`src/core/mrs_pkg.sv`:
```
`default_nettype none
// Shared constants and types of the response decision block
package mrs_pkg;
  // Addressing
  localparam logic [7:0] BCAST_ADDR = 8'h00;
  // Supported function codes
  localparam logic [7:0] FN_READ = 8'h03;
  localparam logic [7:0] FN_WRITE = 8'h06;
  localparam logic [7:0] FN_DIAG = 8'h08;
  localparam logic [7:0] FN_MULTI = 8'h10;
  // Exception function flag and exception codes
  localparam logic [7:0] EXC_FLAG = 8'h80;
  localparam logic [7:0] EXC_NONE = 8'h00;
  localparam logic [7:0] EXC_FUNC = 8'h01;
  localparam logic [7:0] EXC_ADDR = 8'h02;
  localparam logic [7:0] EXC_DATA = 8'h03;
  localparam logic [7:0] EXC_SLAVE = 8'h04;
  // Internal communication error codes
  localparam logic [7:0] ERR_NONE = 8'h00;
  localparam logic [7:0] ERR_FUNC = 8'h88;
  localparam logic [7:0] ERR_UI = 8'h89;
  localparam logic [7:0] ERR_NV = 8'h8a;
  localparam logic [7:0] ERR_DATA = 8'h8c;
  localparam logic [7:0] ERR_DIS = 8'h8d;
  // Check field arithmetic
  localparam logic [15:0] CRC_INIT = 16'hffff;
  localparam logic [15:0] CRC_POLY = 16'ha001;
  localparam logic [15:0] CRC_RESIDUE = 16'h0000;
  // Data address and quantity limits
  localparam logic [15:0] ADDR_MAX = 16'h1fff;
  localparam logic [16:0] ADDR_LIMIT = 17'h02000;
  localparam logic [15:0] MAX_REGS = 16'h0010;
  localparam logic [15:0] DIAG_SUB_ECHO = 16'h0000;
  // Frame lengths in bytes, check field included
  localparam logic [8:0] MAX_FRAME = 9'h100;
  localparam logic [8:0] MIN_FRAME = 9'h004;
  localparam logic [8:0] FIXED_LEN = 9'h008;
  localparam logic [8:0] MULTI_HDR = 9'h009;
  localparam logic [8:0] MULTI_MIN = 9'h00b;
  localparam logic [8:0] MULTI_MAX = 9'h029;
  // Header byte counts of the reply, minus one
  localparam logic [2:0] HDR_LAST_ECHO = 3'h5;
  localparam logic [2:0] HDR_LAST_SHORT = 3'h2;
  // Query bytes kept for decoding and echo
  localparam int QBYTES = 7;
  // Parity settings
  localparam logic [1:0] PAR_NONE = 2'h0;
  localparam logic [1:0] PAR_EVEN = 2'h1;
  localparam logic [1:0] PAR_ODD = 2'h2;
  // Sequencer states
  typedef enum logic [3:0] {
    ST_IDLE = 4'h0,
    ST_RX = 4'h1,
    ST_DECIDE = 4'h2,
    ST_EXEC = 4'h3,
    ST_HDR = 4'h4,
    ST_RDREQ = 4'h5,
    ST_HI = 4'h6,
    ST_LO = 4'h7,
    ST_CL = 4'h8,
    ST_CH = 4'h9
  } mrs_state_t;
endpackage
`default_nettype wire

```
`src/core/mrs_crc_if.sv`:
```
`timescale 1ns/1ps
`default_nettype none
// Byte stream into one check field engine
interface mrs_crc_if;
  logic init;
  logic en;
  logic [7:0] data;
  logic [15:0] crc;
  modport master(output init, output en, output data, input crc);
  modport engine(input init, input en, input data, output crc);
endinterface
`default_nettype wire

```
`src/core/mrs_crc16.sv`:
```
`timescale 1ns/1ps
`default_nettype none
module mrs_crc16
  import mrs_pkg::*;
(
  input wire logic core_clk, // System clock
  input wire logic arst_n, // Asynchronous reset, active low
  mrs_crc_if.engine crc_bus // Byte stream and running check value
);
  logic [15:0] crc_reg;
  logic [15:0] crc_next;

  // Eight right shifts per byte, folding in the polynomial on a one
  always_comb begin
    crc_next = crc_reg ^ {8'h00, crc_bus.data};
    for (int i = 0; i < 8; i++) begin
      if (crc_next[0]) begin
        crc_next = (crc_next >> 1) ^ CRC_POLY;
      end else begin
        crc_next = crc_next >> 1;
      end
    end
  end

  // Restart wins over a byte update
  always_ff @(posedge core_clk or negedge arst_n) begin
    if (!arst_n) begin
      crc_reg <= CRC_INIT;
    end else if (crc_bus.init) begin
      crc_reg <= CRC_INIT;
    end else if (crc_bus.en) begin
      crc_reg <= crc_next;
    end
  end

  assign crc_bus.crc = crc_reg;
endmodule
`default_nettype wire

```
`src/core/mrs_slave_resp.sv`:
```
`timescale 1ns/1ps
`default_nettype none
module mrs_slave_resp
  import mrs_pkg::*;
(
  input wire logic core_clk, // System clock, 10 MHz
  input wire logic arst_n, // Asynchronous reset, active low
  input wire logic rx_valid, // Received character strobe
  input wire logic [7:0] rx_data, // Received character
  input wire logic rx_parity_bit, // Sampled parity bit of the character
  input wire logic rx_stop_bit, // Sampled stop bit of the character
  input wire logic frame_end, // Silent interval seen, frame complete
  input wire logic [1:0] cfg_parity, // Parity setting: none, even, odd
  input wire logic [7:0] cfg_slave_addr, // Own slave address
  input wire logic ui_session_active, // User interface session running
  input wire logic nv_processing, // Nonvolatile memory work under way
  input wire logic internal_busy_flag, // Internal processing busy
  input wire logic nv_alarm, // Nonvolatile memory error alarm
  input wire logic cmd_exec_disable, // Command execution disabled
  output logic op_req, // Write execution request
  output logic [7:0] op_func, // Function of the write
  output logic [15:0] op_addr, // Start register address
  output logic [15:0] op_value, // Value or register count field
  output logic op_bcast, // Write came as broadcast
  input wire logic op_done, // Write execution finished
  input wire logic op_range_err, // Written value out of setting range
  output logic reg_rd_req, // Holding register read request
  output logic [15:0] reg_rd_addr, // Register address to read
  input wire logic reg_rd_ack, // Read data valid
  input wire logic [15:0] reg_rd_data, // Read register value
  output logic tx_valid, // Reply byte valid
  output logic [7:0] tx_data, // Reply byte
  input wire logic tx_ready, // Transmitter takes the byte
  output logic comm_err_valid, // Error code logged, one cycle
  output logic [7:0] comm_err_code // Last logged error code
);
  mrs_state_t state_reg;
  mrs_state_t state_next;
  logic [7:0] q_reg [QBYTES];
  logic [8:0] cnt_reg;
  logic err_frame_reg;
  logic err_par_reg;
  logic err_len_reg;
  logic [7:0] exc_reg;
  logic [2:0] idx_reg;
  logic [4:0] k_reg;
  logic [15:0] rd_addr_reg;
  logic [15:0] rd_word_reg;
  logic tx_ld_reg;
  logic [7:0] tx_data_reg;
  logic err_valid_reg;
  logic [7:0] err_code_reg;

  mrs_crc_if rx_crc();
  mrs_crc_if tx_crc();

  // Check engines for the received and the sent stream
  mrs_crc16 u_rx_crc (.core_clk(core_clk), .arst_n(arst_n), .crc_bus(rx_crc));
  mrs_crc16 u_tx_crc (.core_clk(core_clk), .arst_n(arst_n), .crc_bus(tx_crc));

  // Query field views
  logic [7:0] q_func;
  logic [15:0] q_start;
  logic [15:0] q_qty;
  logic [7:0] q_bcnt;
  logic [16:0] q_span;
  assign q_func = q_reg[1];
  assign q_start = {q_reg[2], q_reg[3]};
  assign q_qty = {q_reg[4], q_reg[5]};
  assign q_bcnt = q_reg[6];
  assign q_span = {1'b0, q_start} + {1'b0, q_qty};

  // Character acceptance and line checks
  logic rx_take;
  logic par_calc;
  logic par_bad;
  assign rx_take = rx_valid && (state_reg == ST_IDLE || state_reg == ST_RX);
  assign par_calc = (^rx_data) ^ rx_parity_bit;
  assign par_bad = (cfg_parity == PAR_EVEN && par_calc) || (cfg_parity == PAR_ODD && !par_calc);

  // Transmission and addressing decode
  logic xmit_err;
  logic is_bcast;
  logic addr_hit;
  logic is_write;
  logic drop;
  assign xmit_err = err_frame_reg || err_par_reg || err_len_reg
                    || (rx_crc.crc != CRC_RESIDUE) || (cnt_reg < MIN_FRAME);
  assign is_bcast = (q_reg[0] == BCAST_ADDR);
  assign addr_hit = (q_reg[0] == cfg_slave_addr) || is_bcast;
  assign is_write = (q_func == FN_WRITE) || (q_func == FN_MULTI);
  assign drop = xmit_err || !addr_hit || (is_bcast && !is_write);

  // Exception causes
  logic func_ok;
  logic exc_fn;
  logic len_ok;
  logic qty_bad;
  logic bcnt_bad;
  logic exc_data;
  logic exc_addr;
  logic exc_nv;
  logic exc_dis;
  assign func_ok = (q_func == FN_READ) || is_write || (q_func == FN_DIAG);
  assign exc_fn = !func_ok || (q_func == FN_DIAG && q_start != DIAG_SUB_ECHO);
  assign len_ok = (q_func == FN_MULTI)
                  ? (cnt_reg == MULTI_HDR + {1'b0, q_bcnt}) && (cnt_reg >= MULTI_MIN)
                    && (cnt_reg <= MULTI_MAX)
                  : (cnt_reg == FIXED_LEN);
  assign qty_bad = (q_func == FN_READ || q_func == FN_MULTI)
                   && (q_qty == 16'h0000 || q_qty > MAX_REGS);
  assign bcnt_bad = (q_func == FN_MULTI) && ({8'h00, q_bcnt} != {q_qty[14:0], 1'b0});
  assign exc_data = !len_ok || qty_bad || bcnt_bad;
  assign exc_addr = (q_start > ADDR_MAX)
                    || ((q_func == FN_READ || q_func == FN_MULTI) && q_span >= ADDR_LIMIT);
  assign exc_nv = nv_processing || internal_busy_flag || nv_alarm;
  assign exc_dis = cmd_exec_disable && is_write;

  // Priority of causes: function, data, address, slave state
  logic [7:0] sel_exc;
  logic [7:0] sel_err;
  assign sel_exc = exc_fn ? EXC_FUNC : exc_data ? EXC_DATA : exc_addr ? EXC_ADDR
                   : (ui_session_active || exc_nv || exc_dis) ? EXC_SLAVE : EXC_NONE;
  assign sel_err = exc_fn ? ERR_FUNC : exc_data ? ERR_DATA : exc_addr ? ERR_NONE
                   : ui_session_active ? ERR_UI : exc_nv ? ERR_NV
                   : exc_dis ? ERR_DIS : ERR_NONE;

  // Reply shaping
  logic tx_send;
  logic tx_acc;
  logic rd_reply;
  logic [2:0] hdr_last;
  logic [4:0] k_inc;
  logic last_word;
  logic [7:0] hdr_byte;
  logic [7:0] tx_byte;
  assign tx_send = (state_reg == ST_HDR) || (state_reg == ST_HI) || (state_reg == ST_LO)
                   || (state_reg == ST_CL) || (state_reg == ST_CH);
  assign tx_valid = tx_send && tx_ld_reg;
  assign tx_acc = tx_valid && tx_ready;
  assign rd_reply = (exc_reg == EXC_NONE) && (q_func == FN_READ);
  assign hdr_last = (exc_reg != EXC_NONE || q_func == FN_READ) ? HDR_LAST_SHORT
                    : HDR_LAST_ECHO;
  assign k_inc = k_reg + 5'h01;
  assign last_word = (k_inc == q_qty[4:0]);
  assign hdr_byte = (idx_reg == 3'h1 && exc_reg != EXC_NONE) ? (q_func | EXC_FLAG)
                    : (idx_reg == 3'h2 && exc_reg != EXC_NONE) ? exc_reg
                    : (idx_reg == 3'h2 && q_func == FN_READ) ? {q_qty[6:0], 1'b0}
                    : q_reg[idx_reg];
  assign tx_byte = (state_reg == ST_HDR) ? hdr_byte
                   : (state_reg == ST_HI) ? rd_word_reg[15:8]
                   : (state_reg == ST_LO) ? rd_word_reg[7:0]
                   : (state_reg == ST_CL) ? tx_crc.crc[7:0]
                   : tx_crc.crc[15:8];

  // Check engine feeds
  assign rx_crc.init = (state_reg == ST_DECIDE);
  assign rx_crc.en = rx_take;
  assign rx_crc.data = rx_data;
  assign tx_crc.init = (state_reg == ST_DECIDE);
  assign tx_crc.en = tx_acc && (state_reg != ST_CL) && (state_reg != ST_CH);
  assign tx_crc.data = tx_data_reg;

  // Outward requests and views
  assign op_req = (state_reg == ST_EXEC);
  assign op_func = q_func;
  assign op_addr = q_start;
  assign op_value = q_qty;
  assign op_bcast = is_bcast;
  assign reg_rd_req = (state_reg == ST_RDREQ);
  assign reg_rd_addr = rd_addr_reg;
  assign tx_data = tx_data_reg;
  assign comm_err_valid = err_valid_reg;
  assign comm_err_code = err_code_reg;

  // Sequencer next state
  always_comb begin
    state_next = state_reg;
    case (state_reg)
      ST_IDLE: begin
        if (rx_take) state_next = ST_RX;
      end
      ST_RX: begin
        if (frame_end) state_next = ST_DECIDE;
      end
      ST_DECIDE: begin
        if (drop) begin
          state_next = ST_IDLE;
        end else if (sel_exc != EXC_NONE) begin
          state_next = is_bcast ? ST_IDLE : ST_HDR;
        end else if (is_write) begin
          state_next = ST_EXEC;
        end else begin
          state_next = ST_HDR;
        end
      end
      ST_EXEC: begin
        if (op_done) state_next = is_bcast ? ST_IDLE : ST_HDR;
      end
      ST_HDR: begin
        if (tx_acc && idx_reg == hdr_last) state_next = rd_reply ? ST_RDREQ : ST_CL;
      end
      ST_RDREQ: begin
        if (reg_rd_ack) state_next = ST_HI;
      end
      ST_HI: begin
        if (tx_acc) state_next = ST_LO;
      end
      ST_LO: begin
        if (tx_acc) state_next = last_word ? ST_CL : ST_RDREQ;
      end
      ST_CL: begin
        if (tx_acc) state_next = ST_CH;
      end
      ST_CH: begin
        if (tx_acc) state_next = ST_IDLE;
      end
      default: state_next = ST_IDLE;
    endcase
  end

  // State register
  always_ff @(posedge core_clk or negedge arst_n) begin
    if (!arst_n) state_reg <= ST_IDLE;
    else state_reg <= state_next;
  end

  // Byte count and sticky line faults, cleared once a frame is judged
  always_ff @(posedge core_clk or negedge arst_n) begin
    if (!arst_n) begin
      cnt_reg <= 9'h000;
      err_frame_reg <= 1'b0;
      err_par_reg <= 1'b0;
      err_len_reg <= 1'b0;
    end else if (state_reg == ST_DECIDE) begin
      cnt_reg <= 9'h000;
      err_frame_reg <= 1'b0;
      err_par_reg <= 1'b0;
      err_len_reg <= 1'b0;
    end else if (rx_take) begin
      if (cnt_reg != MAX_FRAME) cnt_reg <= cnt_reg + 9'h001;
      if (cnt_reg == MAX_FRAME) err_len_reg <= 1'b1;
      if (!rx_stop_bit) err_frame_reg <= 1'b1;
      if (par_bad) err_par_reg <= 1'b1;
    end
  end

  // Leading query bytes for decode and echo
  always_ff @(posedge core_clk or negedge arst_n) begin
    if (!arst_n) begin
      for (int i = 0; i < QBYTES; i++) q_reg[i] <= 8'h00;
    end else begin
      for (int i = 0; i < QBYTES; i++) begin
        if (rx_take && cnt_reg == 9'(i)) q_reg[i] <= rx_data;
      end
    end
  end

  // Exception code of the pending reply
  always_ff @(posedge core_clk or negedge arst_n) begin
    if (!arst_n) exc_reg <= EXC_NONE;
    else if (state_reg == ST_DECIDE) exc_reg <= sel_exc;
    else if (state_reg == ST_EXEC && op_done && op_range_err) exc_reg <= EXC_SLAVE;
  end

  // Header index, word counter and ascending read address
  always_ff @(posedge core_clk or negedge arst_n) begin
    if (!arst_n) begin
      idx_reg <= 3'h0;
      k_reg <= 5'h00;
      rd_addr_reg <= 16'h0000;
    end else if (state_reg == ST_DECIDE) begin
      idx_reg <= 3'h0;
      k_reg <= 5'h00;
      rd_addr_reg <= q_start;
    end else if (tx_acc && state_reg == ST_HDR) begin
      idx_reg <= (idx_reg == hdr_last) ? 3'h0 : idx_reg + 3'h1;
    end else if (tx_acc && state_reg == ST_LO) begin
      k_reg <= k_inc;
      rd_addr_reg <= rd_addr_reg + 16'h0001;
    end
  end

  // Register value held while its two bytes go out
  always_ff @(posedge core_clk or negedge arst_n) begin
    if (!arst_n) rd_word_reg <= 16'h0000;
    else if (state_reg == ST_RDREQ && reg_rd_ack) rd_word_reg <= reg_rd_data;
  end

  // Output byte is loaded one cycle after each step, then held until taken
  always_ff @(posedge core_clk or negedge arst_n) begin
    if (!arst_n) begin
      tx_ld_reg <= 1'b0;
      tx_data_reg <= 8'h00;
    end else if (tx_acc) begin
      tx_ld_reg <= 1'b0;
    end else if (tx_send && !tx_ld_reg) begin
      tx_ld_reg <= 1'b1;
      tx_data_reg <= tx_byte;
    end
  end

  // Internal error code log
  logic err_log;
  logic [7:0] err_log_code;
  assign err_log = (state_reg == ST_DECIDE && !drop && sel_err != ERR_NONE)
                   || (state_reg == ST_EXEC && op_done && op_range_err);
  assign err_log_code = (state_reg == ST_EXEC) ? ERR_DATA : sel_err;
  always_ff @(posedge core_clk or negedge arst_n) begin
    if (!arst_n) begin
      err_valid_reg <= 1'b0;
      err_code_reg <= ERR_NONE;
    end else begin
      err_valid_reg <= err_log;
      if (err_log) err_code_reg <= err_log_code;
    end
  end
endmodule
`default_nettype wire

```
`config.mk`:
```
export PLATFORM = sky130hd
export DESIGN_NAME = mrs_slave_resp
export DESIGN_NICKNAME = d
export VERILOG_FILES = /design/src/core/mrs_pkg.sv /design/src/core/mrs_crc_if.sv /design/src/core/mrs_crc16.sv /design/src/core/mrs_slave_resp.sv
export SDC_FILE = /design/constraint.sdc
export NUM_CORES = 1
export LEC_CHECK = 0
export BUFFER_PORTS_ARGS = -buffer_cell sky130_fd_sc_hd__buf_2
export CAP_MARGIN = 20
export CORE_MARGIN = 2
export CORE_UTILIZATION = 53
export DETAILED_ROUTE_END_ITERATION = 10
export GPL_TIMING_DRIVEN = 1
export PLACE_DENSITY_LB_ADDON = 0.15
export SETUP_SLACK_MARGIN = 0.4
export SLEW_MARGIN = 10
export SYNTH_ARGS = -nofsm -noshare
export SYNTH_HDL_FRONTEND = slang
export SYNTH_SLANG_ARGS = --single-unit
```
`constraint.sdc`:
```
create_clock -name core_clk -period 2.6 [get_ports core_clk]
set_clock_uncertainty 0.1 [all_clocks]
set_input_delay 0.52 -clock core_clk [delete_from_list [all_inputs] [get_ports core_clk]]
set_output_delay 0.52 -clock core_clk [all_outputs]
set_load 0.02 [all_outputs]
```
# Yosys cells after proc, flatten, opt, wreduce, memory -nomap -nowiden
# Index checks and enable logic that the tools add are counted.
dict set report totals {
  mem_count 0
  ramBits 0
  rom_bits 0
  register_bits 170
  wordCells 282
  latch_bits 0
}
dict set report classes {
  bitwise_logic 21
  eq_ne 44
  shift 0
  mul 0
  div 0
  mux 84
  magnitude_cmp 7
  reduce_logical 97
  addsub 6
}
# operator count
set op_table {}
lappend op_table {{two-way mux 16 bit} 23}
lappend op_table {{two-way mux 8 bit} 18}
lappend op_table {{NOT 2 -> 3 bit} 16}
lappend op_table {{two-way mux 4 bit} 11}
lappend op_table {{one-hot mux 4 bit (10 select lines)} 1}
lappend op_table {{two-way mux 3 bit} 12}
lappend op_table {{logical AND 1 bit} 35}
lappend op_table {{nonzero test 16 bit} 2}
lappend op_table {{XOR 16 x 8 -> 16 bit} 2}
lappend op_table {{logical OR 1 bit} 28}
lappend op_table {{== test 9 x 3 -> 1 bit, second input constant} 3}
lappend op_table {{two-way mux 9 bit} 3}
lappend op_table {{binary-select mux 8 bit (select 3 bit)} 1}
lappend op_table {{nonzero test 8 bit} 3}
lappend op_table {{== test 9 x 2 -> 1 bit, second input constant} 2}
lappend op_table {{nonzero test 2 bit} 9}
lappend op_table {{adder 16 x 16 -> 17 bit} 1}
lappend op_table {{>= comparator 17 x 14 -> 1 bit, second input constant} 1}
lappend op_table {{adder 16 x 1 -> 16 bit, second input constant} 1}
lappend op_table {{== test 4 x 3 -> 1 bit, second input constant} 4}
lappend op_table {{greater-than comparator 16 x 13 -> 1 bit, second input constant} 1}
lappend op_table {{greater-than comparator 16 x 5 -> 1 bit, second input constant} 1}
lappend op_table {{zero test 16 bit} 1}
lappend op_table {{zero test 8 bit} 2}
lappend op_table {{42 further kinds} 78}

# Longest topological paths before layout
# Gate-level depths: netlist of the first run.
dict set report depth {
  depth_word 19
  depth_mapped 12
  depth_no_buf 10
}

# By module
# Synthesis of the first run repeated with hierarchy kept, for this count alone.
dict set report hier_totals {
  hier_cells 1039
  area_unflattened_um2 10256.1
}
# mod area_each_um2 n_inst seq_area_each_um2 cells_each
set modules_own_cells {}
lappend modules_own_cells {mrs_slave_resp 8461.9 1 3228.1 869}
lappend modules_own_cells {mrs_crc16 897.1 2 420.4 85}

# Least setup slack after synthesis of the first run
# Ideal clock, no wire load.
dict set report synth_path {
  kind {register -> register}
  start {register q_reg, in the netlist op_addr[12]}
  end {register state_reg[2]}
  path_slack_ns -0.214
  arrival_time_ns 2.594
  required_ns 2.380
  period_less_slack_ns 2.814
  path_stages_with_launch 10
  setup_ns 0.120
  cell_sequence {dfrtp_1 > ha_1 > a21o_1 > or2_2 > or2_0 > o221ai_1 > a22oi_1 > o41ai_2 > nand4_1 > a31o_1}
}
dict set report synth_via {
  elab_chain_cells 11
  elab_cells_between_ends 15
  cone_classes {add/sub (1); order compare (2); mux (6); reduce/logical (6)}
}
# element line_no
set synth_rtl {}
lappend synth_rtl {{start: declaration} mrs_slave_resp.sv:39} ;# logic [7:0] q_reg [QBYTES];
lappend synth_rtl {{start signal: indexed assignment} mrs_slave_resp.sv:254} ;# if (rx_take && cnt_reg == 9'(i)) q_reg[i] <= rx_data;
lappend synth_rtl {{adder 16 x 16 -> 17 bit} mrs_slave_resp.sv:71} ;# assign q_span = {1'b0, q_start} + {1'b0, q_qty};
lappend synth_rtl {{>= comparator 17 x 14 -> 1 bit} mrs_slave_resp.sv:115} ;# || ((q_func == FN_READ || q_func == FN_MULTI) && q_span >= ADDR_LIMIT);
lappend synth_rtl {{logical AND 1 bit} mrs_slave_resp.sv:115}
lappend synth_rtl {{logical OR 1 bit} mrs_slave_resp.sv:115}
lappend synth_rtl {{two-way mux 3 bit (2 in series)} mrs_slave_resp.sv:122} ;# assign sel_exc = exc_fn ? EXC_FUNC : exc_data ? EXC_DATA : exc_addr ? EXC_ADDR
lappend synth_rtl {{two-way mux 3 bit *} mrs_slave_resp.sv:122}
lappend synth_rtl {{nonzero test 8 bit *} mrs_slave_resp.sv:189} ;# end else if (sel_exc != EXC_NONE) begin
lappend synth_rtl {{two-way mux 3 bit *} mrs_slave_resp.sv:189}
lappend synth_rtl {{two-way mux 3 bit *} mrs_slave_resp.sv:187} ;# if (drop) begin
lappend synth_rtl {{one-hot mux 4 bit (10 select lines) *} mrs_slave_resp.sv:179} ;# case (state_reg)
lappend synth_rtl {{end signal: assignment} mrs_slave_resp.sv:225} ;# else state_reg <= state_next;
lappend synth_rtl {{end: declaration} mrs_slave_resp.sv:37} ;# mrs_state_t state_reg;
# Every way passes the cells marked *; elsewhere a longest branch is shown, timed or not.
# A chain may end at the register's enable or synchronous reset.

# Worst setup path after layout of the first run
dict set report layout_path {
  start {register q_reg, in the netlist op_value[14]}
  end {register err_code_reg[1] (netlist: comm_err_code[1])}
}
dict set report layout_via {
  elab_chain_cells 10
  elab_cells_between_ends 19
  cone_classes {add/sub (1); order compare (2); eq/ne (1); mux (4); reduce/logical (11)}
}
# element line_no
set layout_rtl {}
lappend layout_rtl {{adder 16 x 16 -> 17 bit (tied with other cells)} mrs_slave_resp.sv:71}
lappend layout_rtl {{>= comparator 17 x 14 -> 1 bit or logical OR 1 bit (tied branches)} {mrs_slave_resp.sv:115, mrs_slave_resp.sv:111}}
lappend layout_rtl {{logical AND 1 bit (on tied branches)} {mrs_slave_resp.sv:115, mrs_slave_resp.sv:111}}
lappend layout_rtl {{logical OR 1 bit (on tied branches)} {mrs_slave_resp.sv:115, mrs_slave_resp.sv:113}}
lappend layout_rtl {{two-way mux 8 bit or logical OR 1 bit (tied branches)} {mrs_slave_resp.sv:124, mrs_slave_resp.sv:113}}
lappend layout_rtl {{two-way mux 8 bit * (2 in series)} mrs_slave_resp.sv:124} ;# assign sel_err = exc_fn ? ERR_FUNC : exc_data ? ERR_DATA : exc_addr ? ERR_NONE
lappend layout_rtl {{nonzero test 8 bit} mrs_slave_resp.sv:306} ;# assign err_log = (state_reg == ST_DECIDE && !drop && sel_err != ERR_NONE)
lappend layout_rtl {{logical AND 1 bit} mrs_slave_resp.sv:306}
lappend layout_rtl {{logical OR 1 bit} mrs_slave_resp.sv:307} ;# || (state_reg == ST_EXEC && op_done && op_range_err);
lappend layout_rtl {{end signal: assignment} mrs_slave_resp.sv:315} ;# if (err_log) err_code_reg <= err_log_code;
lappend layout_rtl {{end: declaration} mrs_slave_resp.sv:52} ;# logic [7:0] err_code_reg;
# Marked as above.

==> results.md, run 1 <==
* Status: finished with violations
* Failing checks: negative setup slack
* RSZ-0062 raised after global routing: yes
* Fin crit share at 110%
* Sequential area share after synthesis at 40.4%
* Final Cell Area at around 0.013 mm²
* Std cell rows at 50
* Area grow syn2layout at 31.6%
* Fin Setup TNS at -1.83 ns
* Starting density of the core at between 50% and 60%
* Worst setup EP type: flop
* Final WL at 30200 µm
* End of the worst hold path: err_frame_reg$_DFFE_PN0P_
* FFs w/ async S/R, synth at between 90% and 100%
* Antenna violations before repair at 0
* Final net count at 1288
* Yosys reg bits at approximately 160
* Number of inserted diodes at 0
* TritonCTS buffer count at 17
* Clock-pin slew on the worst setup and hold paths at roughly 0.070 ns
* CTS H-Tree Depth at 4
* Final Hold Viols at 0
* Mux share of post-synthesis cell area at 13.1%
* Placed Area at 0.0115 mm²
* Routed len/inst at 20.7 µm
* Largest family of logic cells by synthesized area: simple AND/OR/NAND/NOR gates
* Maximum VDD drop at between 0.8 and 0.9 mV
* CTS sink cnt at ~160
* WHS Path Cells at 2
* Pins Over Slew Limit at 0
* Routed via count at 8779
* DRC viols at 0
* Mapped Cells at around 1000
* Drt first pass iters at 7
* Yosys warns at 0
* GRT Overall Usage at a little under a third
* Hold Path Origin: rx_stop_bit
* EDFF count, synth at 0
* Ports at 126
* Final setup viols at 11
* Lkg Pwr at 6.09 nW
* Remaining antenna violation count after routing at 0
* Via count of the first global-routing pass at roughly 8500
* Vias/cell at 6.02
* Placer's final routability congestion estimate at around 0.93
* Share of cells above drive strength 1 at around 44%
* Mean post-synth cell area at 10.0 µm²
* Max_slew headroom at ~64%
* Simple-Gate Fraction of Synth Area at 14.8%
* Critical Path Source Type: flop
* First-pass GRT wire length at 46900 µm
* Die ar. at 0.0201 mm²
* Primary FF master, synth: dfrtp_1
* Synthesized area at a little over 0.01 mm²
* Worst Reg-to-Reg Cells at 8
* Iteration-0 DRC Markers at 598
* Core Footprint at around 0.019 mm²
* Leading post-synthesis cells by cell area: dfrtp_1, dfstp_2, mux2_2, xnor2_1, buf_4
* CTS tree: built
* Power density over the cells at between 1000 and 1500 mW/mm²
* Final core utilization at 71.0%
* CP Class: reg -> reg
* Setup slack, reg-to-reg at -0.27 ns
* Post-DP HPWL at between 20000 and 25000 µm
* Largest net degree at the start of global routing at between 50 and 60
* FMAX at between 0.3 and 0.4 GHz
* Worst flop-to-flop path startpoint: op_value[14]$_DFFE_PN0P_
* Max_cap viols at 0
* Area fraction in compound gates after synthesis at about 14%
* Number of port buffers at between 100 and 150
* Die Ht at ~140 µm
* Most frequent cell after synthesis: dfrtp_1
* Count of cell types in the netlist at 81
* Worst Tran Pin Value at 0.543 ns
* Crit path time final at 2.87 ns
* Clk root buf: clkbuf_16
* GRT Residual Overflow at 0
* Xor and xnor area share after synthesis at under 10%
* Worst r2r dst: comm_err_code[1]$_DFFE_PN0P_
* Die width at between 100 and 150 µm
* Crit path arrival time at 3.12 ns
* Worst min path class: in -> reg
* Synth top cells by count: dfrtp_1, mux2_2, nor2_1
* Clock tree buffer depth at 2
* Area share of the largest cell type after synthesis at 32.1%
* CP required at between 2 and 3 ns
* Max FO, Critical Path at 5
* Post-Synth Adder-Cell Area at 3.43%
* PnR worst setup slack at -0.271 ns
* Worst skew pair latency at around 0.44 ns
* Yosys top cell by area: dfrtp_1
cells in the final DEF (no fill, tap or decap), types with 7 or more instances in the layout:
| cell type | Yosys | final |
|---|---|---|
| buf_4 | 44 | 138 |
| dfrtp_1 | 129 | 121 |
| buf_2 | 7 | 119 |
| nor2_1 | 72 | 69 |
| nand2_1 | 70 | 59 |
| xnor2_1 | 60 | 58 |
| a21oi_1 | 53 | 47 |
| o21ai_0 | 49 | 45 |
| mux2_2 | 72 | 42 |
| xor2_1 | 33 | 32 |
| mux2_4 | 0 | 32 |
| dfstp_2 | 32 | 32 |
| nor3_1 | 29 | 24 |
| mux2i_1 | 30 | 23 |
| ha_1 | 26 | 21 |
| nand3_1 | 23 | 20 |
| clkbuf_16 | 0 | 18 |
| buf_6 | 0 | 17 |
| a211oi_1 | 27 | 15 |
| and3_1 | 15 | 14 |
| nor4_1 | 16 | 13 |
| a211oi_2 | 0 | 12 |
| nand4_1 | 11 | 11 |
| inv_1 | 9 | 9 |
| a21o_1 | 9 | 9 |
| a221o_1 | 9 | 9 |
| mux4_2 | 8 | 8 |
| dfrtp_2 | 0 | 8 |
| buf_12 | 0 | 8 |
| nor3b_1 | 8 | 7 |
per-stage QoR:
stage	hold slack [ns]	std cells	total power [mW]	setup slack, ns
finish	0.192	1459	17.5	-0.271
floorplan	0.124	1005	10.6	-0.0196
global placement	0.366	1387	13.0	-0.151
CTS	0.191	1446	16.7	-0.199
global route	0.199	1459	18.5	-0.322
detailed placement	0.384	1387	13.2	-0.209
cell type report:
cell class,instances,area [µm²]
clock buffer,21,472
clock inverter,11,121
fill,1322,5400
inverter,10,38.8
multi-input combinational,735,6190
sequential,161,4080
tap,234,293
timing repair buffer,287,2050
critical path: stages (launching register included):
cell and delay [ns]:
dfrtp_1 0.40, or4_4 0.57, nor4_4 0.31, and4b_1 0.24, nand4b_2 0.13, o41ai_4 0.36
and2b_4 0.24, a2bb2oi_4 0.21, mux2i_1 0.22
routing by layer:
layer | vias up | share of wire [%] | wire length, µm | track usage [%]
li1 | 4022 | - | - | -
met1 | 4313 | 42 | 12800 | 40.4
met2 | 370 | 47 | 14300 | 48.8
met3 | 74 | 7.3 | 2200 | 7.90
met4 | 0 | 3.0 | 903 | 10.0
met5 | - | 0 | 0 | 0
power breakdown:
part           leakage [nW]  internal, mW  switching (mW)
logic                  3.80          4.88            5.27
registers              1.99          3.68            1.08
clock network         0.299          1.51            1.05
total                  6.09          10.1            7.41
kinds of logic after synthesis:
| kind of cell | after synthesis |
|---|---|
| other | 1 |
| buffers and inverters | 109 |
| muxes | 112 |
| adders and majority gates | 27 |
| AOI/OAI and AO/OA | 207 |
| and+or+nand+nor | 292 |
| DFF | 161 |
| xor gates and xnor gates | 94 |
what timing repair did:
action	4_1_cts	5_1_grt
buffers inserted	26	13
hold buffers	1	0
gates resized for setup	106	68
pin swaps	20	31
endpoints found under the hold margin	41	0
endpoints found under the setup margin	115	102
cloned	0	0
how the worst max path moves through the flow:
stage	endpoint	slack (ns)	cells after the start	startpoint
finish	comm_err_code[1]$_DFFE_PN0P_	-0.27	8	op_value[14]$_DFFE_PN0P_
global route	comm_err_code[1]$_DFFE_PN0P_	-0.32	8	op_value[14]$_DFFE_PN0P_
global placement	comm_err_code[0]$_DFFE_PN0P_	-0.15	8	op_value[10]$_DFFE_PN0P_
CTS	comm_err_code[1]$_DFFE_PN0P_	-0.20	8	op_value[14]$_DFFE_PN0P_
detailed placement	comm_err_code[1]$_DFFE_PN0P_	-0.21	8	op_value[10]$_DFFE_PN0P_
floorplan	state_reg[2]$_DFFE_PN0P_	-0.02	9	op_addr[12]$_DFFE_PN0P_
No activity file was read; power rests on OpenSTA's default activity.
==> run 2: changes to the inputs <==
- CELL_PAD_IN_SITES_DETAIL_PLACEMENT: unset -> 1
- CELL_PAD_IN_SITES_GLOBAL_PLACEMENT: unset -> 1
- CORE_UTILIZATION: 53 -> 42
- SYNTH_HIERARCHICAL: unset -> 1
==> results.md, run 2 <==
* Pins Over Slew Limit at 0
* PnR worst setup slack at -0.566 ns
* FMAX at approximately 0.32 GHz
* Final std cells w/o fill at roughly 1600
* Clk root buf: clkbuf_16
* WP buf/inv at 1
* Primary FF master, synth: dfrtp_1
* Synth top cells by count: dfrtp_1, nand2_1, nor2_1
* Final WL at about 39000 µm
* Area grow syn2layout at 37.5%
* Lkg Pwr at around 6.6 nW
* Failing checks: negative setup slack
* Starting density of the core at a little over two fifths
* Hold Path Origin: reg_rd_data[14]
* Critical Path Source Type: flop
* CP Class: reg -> reg
* Status: finished with violations
* Core Footprint at 0.0242 mm²
* Die ar. at ~0.026 mm²
* DRC viols at 0
* Sequential standard cell area at 0.00407 mm²
* Cell Chain, Critical Path: ha_1, a21oi_2, buf_4, o21ai_1, a311oi_2, a211oi_2, or2_2, o32a_1, or4_4, a22oi_2
* CTS tree: built
* Worst flop-to-flop path startpoint: op_addr[12]$_DFFE_PN0P_
* RSZ-0062 raised after global routing: yes
* Remaining antenna violation count after routing at 0
* Routed via count at between 9000 and 10000
* Fin crit share at 122%
* First-pass GRT wire length at approximately 56000 µm
* EDFF count, synth at 0
* Worst path slowest cell: or4_4
* Area share of the largest cell type after synthesis at roughly a third
* Worst setup EP type: flop
* CP required at about 2.9 ns
* Share of cells above drive strength 1 at ~47%
* Iteration-0 DRC Markers at about 680
* Vias/cell at about 5.8
* CTS sink cnt at ~160
* Leading post-synthesis cells by cell area: dfrtp_1, dfstp_2, mux2_2, xnor2_1, buf_4
* Largest stage delay on the critical path at 0.44 ns
* Cell family with most CP delay: compound AO/OA/AOI/OAI gates
* Final core utilization at between 50 and 60%
* Clock tree buffer depth at 2
* Antenna violations before repair at 0
* Yosys reg bits at around 160
* Worst skew pair latency at between 0.4 and 0.5 ns
* Final setup viols at 11
* Fin Setup TNS at -4.39 ns
* Cells after DPL at 1542
* GRT Overall Usage at between 20% and 30%
* Max FO, Critical Path at 4
* Final net count at 1358
* Most frequent cell after synthesis: dfrtp_1
* Placer's final routability congestion estimate at ~0.90
* TritonCTS buffer count at 17
* Crit. path cell count at 10
* Yosys warns at 6
* CTS H-Tree Depth at 4
* Mean post-synth cell area at just under 10 µm²
* Power density over the cells at between 1000 and 1500 mW/mm²
* GRT Residual Overflow at 0
* Footprint of the multi-input gates at roughly 0.0066 mm²
* Sequential area share after synthesis at between 30 and 40%
* Drt first pass iters at 7
* Synthesized area at approximately 0.010 mm²
* Crit path arrival time at ~3.4 ns
* Mapped Cells at just over 1000
* Via count of the first global-routing pass at between 9000 and 10000
* Worst Reg-to-Reg Cells at 10
* Max_slew headroom at 54.0%
* Post-DP HPWL at ~26000 µm
* WHS Path Cells at 2
* Worst Tran Pin Value at 0.684 ns
* Number of inserted diodes at 0
* Die Ht at 160 µm
* FILL cells at approximately 2600
* Max_cap viols at 0
* Ports at 126
* Yosys top cell by area: dfrtp_1
* Maximum VDD drop at 0.645 mV
* Final Hold Viols at 0
* Clock-pin slew on the worst setup and hold paths at about 0.07 ns
* Crit. Startpoint: op_addr[12]$_DFFE_PN0P_
* Largest net degree at the start of global routing at 44
* Routed len/inst at between 20 and 25 µm
* Die width at approximately 160 µm
* FFs w/ async S/R, synth at 100%
* Crit path time final at around 3.2 ns
* Count of cell types in the netlist at 80
* Std cell rows at between 50 and 60
* Number of port buffers at about 120
* Commonest non-fill, non-tap cell in the layout: buf_4
* Worst min path class: in -> reg
* Commonest non-fill, non-tap cells in the layout: buf_4, dfrtp_1, buf_2
run 2: changes by cell type in the layout (fill, tap and decap cells not counted), sizes merged, moves of 5 or more:
cell   delta
a211o    +11
a21oi     -7
or2      +12
nor2b     +6
inv       +6
nor3      -7
buf      +28
o22a      -6
xnor2     -5
mux2i     -6
and2     +11
nand2     +6
run 2: what timing repair did:
item,CTS,global route
hold buffers,1,0
resized for setup,86,180
setup endpoints to repair,88,98
pin swaps,33,49
endpoints found under the hold margin,24,0
gates cloned,2,1
setup buffers,19,22
run 2: area by class of cell:
class / count / share of cell area (%)
clock inverter: 15 / 1.22
clock buffer: 17 / 3.02
timing repair buffer: 316 / 16.6
multi-input combinational: 770 / 46.9
inverter: 16 / 0.470
sequential: 161 / 28.9
tap: 324 / 2.87
run 2: logic make-up after synthesis:
family	after synthesis	share of synthesized area, %
AO/OA/AOI/OAI	216	14.4
XOR/XNOR	92	8.30
adder cells (fa/ha/maj)	27	3.37
buffers and inverters	110	5.71
flip-flops	161	39.7
multiplexers	104	12.0
other	1	0.0366
AND/OR/NAND/NOR	328	16.5
run 2: worst register-to-register path: cells and delay by family (launching register included):
kind	cells	cell delay (ns)
AO/OA/AOI/OAI	6	1.36
adder cells (fa/ha/maj)	1	0.37
buffers and inverters	1	0.13
flip-flops	1	0.38
AND/OR/NAND/NOR	2	0.75
run 2: stage by stage:
step	power, mW	setup WS [ns]	hold slack (ns)	instance area (µm²)
final	19.9	-0.566	0.216	14100
after global routing	21.0	-0.614	0.206	14100
after CTS	18.2	-0.485	0.206	13200
after detailed placement	14.8	-0.603	0.379	12000
after global placement	14.5	-0.529	0.368	12000
after floorplan	11.2	-0.387	0.124	10400
run 2: layer usage:
metal	global-route usage [%]	wire, µm	vias up
li1	-	-	4188
met1	38.6	17400	4835
met2	47.2	19100	269
met3	3.79	1450	66
met4	7.29	1050	0
met5	0	0	-
run 2: power breakdown:
part | internal (mW) | switching [mW]
Clock | 1.45 | 1.21
Combinational | 5.90 | 6.53
Sequential | 3.74 | 1.07
run 2: path summary, 6_finish.rpt:
check / to / slack (ns)
setup reg to reg: state_reg[0]$_DFFE_PN0P_ / -0.57
min in group asynchronous: k_reg[2]$_DFFE_PN0P_ / 0.50
hold / removal: rd_word_reg[14]$_DFFE_PN0P_ / 0.22
max in group asynchronous: u_rx_crc/crc_bus.crc[7]$_DFFE_PN1P_ / 1.14
setup / recovery: state_reg[0]$_DFFE_PN0P_ / -0.57
hold reg to reg: comm_err_code[3]$_DFFE_PN0P_ / 0.39
==> run 3: changes to the inputs <==
- CORE_UTILIZATION: 42 -> 43
- CTS_BUF_LIST: unset -> sky130_fd_sc_hd__clkbuf_8
==> results.md, run 3 (same netlist as run 2, synthesis figures left out) <==
* Cells after DPL at between 1500 and 2000
* Clock-pin slew on the worst setup and hold paths at around 0.10 ns
* Max_cap viols at 0
* Final std cells w/o fill at 1617
* Setup slack, reg-to-reg at -0.57 ns
* FMAX at 0.315 GHz
* Overall power at 19.4 mW
* PnR worst setup slack at -0.575 ns
* Placer's final routability congestion estimate at between 0.8 and 0.9
* Final setup viols at 10
* Routed via count at 9438
* FILL cells at around 2500
* Antenna violations before repair at 0
* Final net count at 1361
* Clk root buf: clkbuf_8
* Clock tree buffer depth at 2
* Final WL at just under 40000 µm
* CTS sink cnt at between 150 and 200
* Iteration-0 DRC Markers at between 600 and 700
* Std cell rows at 56
* Worst min path class: in -> reg
* Via count of the first global-routing pass at about 9200
* Core Footprint at between 0.02 and 0.025 mm²
* Remaining antenna violation count after routing at 0
* Failing checks: negative setup slack
* Status: finished with violations
* Crit path time final at about 3.2 ns
* TritonCTS buffer count at 17
* Area grow syn2layout at 36.5%
* DRC viols at 0
* Worst skew pair latency at 0.49 ns
* Share of cells above drive strength 1 at about half
* Worst Tran Pin Value at 0.772 ns
* Largest net degree at the start of global routing at 42
* Maximum VDD drop at about 0.58 mV
* Number of port buffers at 122
* Worst r2r dst: comm_err_code[2]$_DFFE_PN0P_
* Die width at around 160 µm
* CTS tree: built
* RSZ-0062 raised after global routing: yes
* First-pass GRT wire length at approximately 53000 µm
* Final core utilization at between 50 and 60%
* Starting density of the core at between 40% and 50%
* Post-DP HPWL at around 25000 µm
* Pins Over Slew Limit at 0
* Power density over the cells at between 1000 and 1500 mW/mm²
* Worst flop-to-flop path startpoint: op_value[0]$_DFFE_PN0P_
* WHS Path Cells at 2
* GRT Overall Usage at 28.1%
* Vias/cell at around 6
* CP Class: reg -> reg
* Worst Reg-to-Reg Cells at 11
* Ports at 126
* Lkg Pwr at between 6 and 7 nW
* Commonest non-fill, non-tap cells in the layout: buf_4, dfrtp_1, buf_2
* Crit path arrival time at roughly 3.4 ns
* Number of inserted diodes at 0
* Max_slew headroom at between 40% and 50%
* Critical Path Source Type: flop
* Die Ht at between 150 and 200 µm
* Die ar. at around 0.025 mm²
* Commonest non-fill, non-tap cell in the layout: buf_4
* Max FO, Critical Path at 2
* End of the worst hold path: rd_word_reg[14]$_DFFE_PN0P_
* Hold Path Origin: reg_rd_data[14]
* Final Hold Viols at 0
* GRT Residual Overflow at 0
* Drt first pass iters at 5
* Fin crit share at 122%
* CP required at 2.86 ns
* Worst setup EP type: flop
* Fin Setup TNS at -4.93 ns
* Routed len/inst at roughly 24 µm
* CTS H-Tree Depth at 4
==> run 3: changes by cell type in the layout (fill, tap and decap cells not counted), moves of 7 or more <==
cell       previous run  this run
a211oi_1             19         9
a211oi_2              9        19
mux2i_4               1         8
mux2i_1              20        13
clkbuf_8              0        18
clkbuf_16            18         1
==> run 3: cell type report <==
| cell class | count | area, µm² | share of cell area [%] |
|---|---|---|---|
| inverters | 16 | 63.8 | 0.456 |
| well taps | 319 | 399 | 2.85 |
| clock buffers | 18 | 248 | 1.77 |
| flip-flops and latches | 161 | 4080 | 29.1 |
| repair buffers | 318 | 2390 | 17.1 |
| multi-input cells | 771 | 6680 | 47.7 |
| clock inverters | 14 | 143 | 1.02 |
==> run 3: what timing repair did <==
action / in CTS / in global routing
gates resized for setup: 64 / 216
hold buffers: 1 / 0
endpoints found under the hold margin: 35 / 0
setup endpoints to repair: 80 / 112
cloned: 1 / 3
pin swaps: 18 / 50
buffers inserted: 18 / 33
==> run 3: report_power, final <==
part           leakage [nW]  switching [mW]  total, mW  internal [mW]
logic                  4.34            6.61       12.7           6.08
clock network         0.199            1.08       1.96          0.875
registers              2.00            1.06       4.80           3.74
==> run 3: layer usage <==
metal	track usage [%]	up-vias	routed length, µm
li1	-	4201	-
met1	38.3	4823	16900
met2	46.4	331	19100
met3	4.68	83	1780
met4	7.34	0	1030
met5	0	-	0
==> run 3: worst max-delay path, cell delays in order, from the launching register on <==
cell	delay, ns
dfrtp_2	0.43
ha_4	0.17
fa_2	0.33
a211o_1	0.28
o2111ai_2	0.09
a31oi_4	0.12
a2111o_1	0.42
a2111oi_4	0.44
buf_4	0.19
nor2_2	0.04
o41ai_2	0.32
a2bb2oi_1	0.12
==> run 3: how the worst max path moves through the flow <==
stage / startpoint / to / slack [ns] / depth (start not counted)
floorplan: op_value[0]$_DFFE_PN0P_ / state_reg[0]$_DFFE_PN0P_ / -0.39 / 10
finish: op_value[0]$_DFFE_PN0P_ / comm_err_code[2]$_DFFE_PN0P_ / -0.57 / 11
detailed placement: op_addr[9]$_DFFE_PN0P_ / comm_err_code[1]$_DFFE_PN0P_ / -0.58 / 9
CTS: op_value[0]$_DFFE_PN0P_ / state_reg[0]$_DFFE_PN0P_ / -0.53 / 10
global route: op_addr[0]$_DFFE_PN0P_ / comm_err_code[2]$_DFFE_PN0P_ / -0.67 / 11
global placement: op_addr[9]$_DFFE_PN0P_ / comm_err_code[1]$_DFFE_PN0P_ / -0.52 / 9
==> run 3: per-stage QoR <==
stage	hold WS (ns)	cell area [µm²]	setup slack, ns
floorplan	0.124	10400	-0.387
global placement	0.373	12000	-0.519
detailed placement	0.380	12000	-0.577
CTS	0.149	12800	-0.527
global route	0.142	14000	-0.674
finish	0.159	14000	-0.575
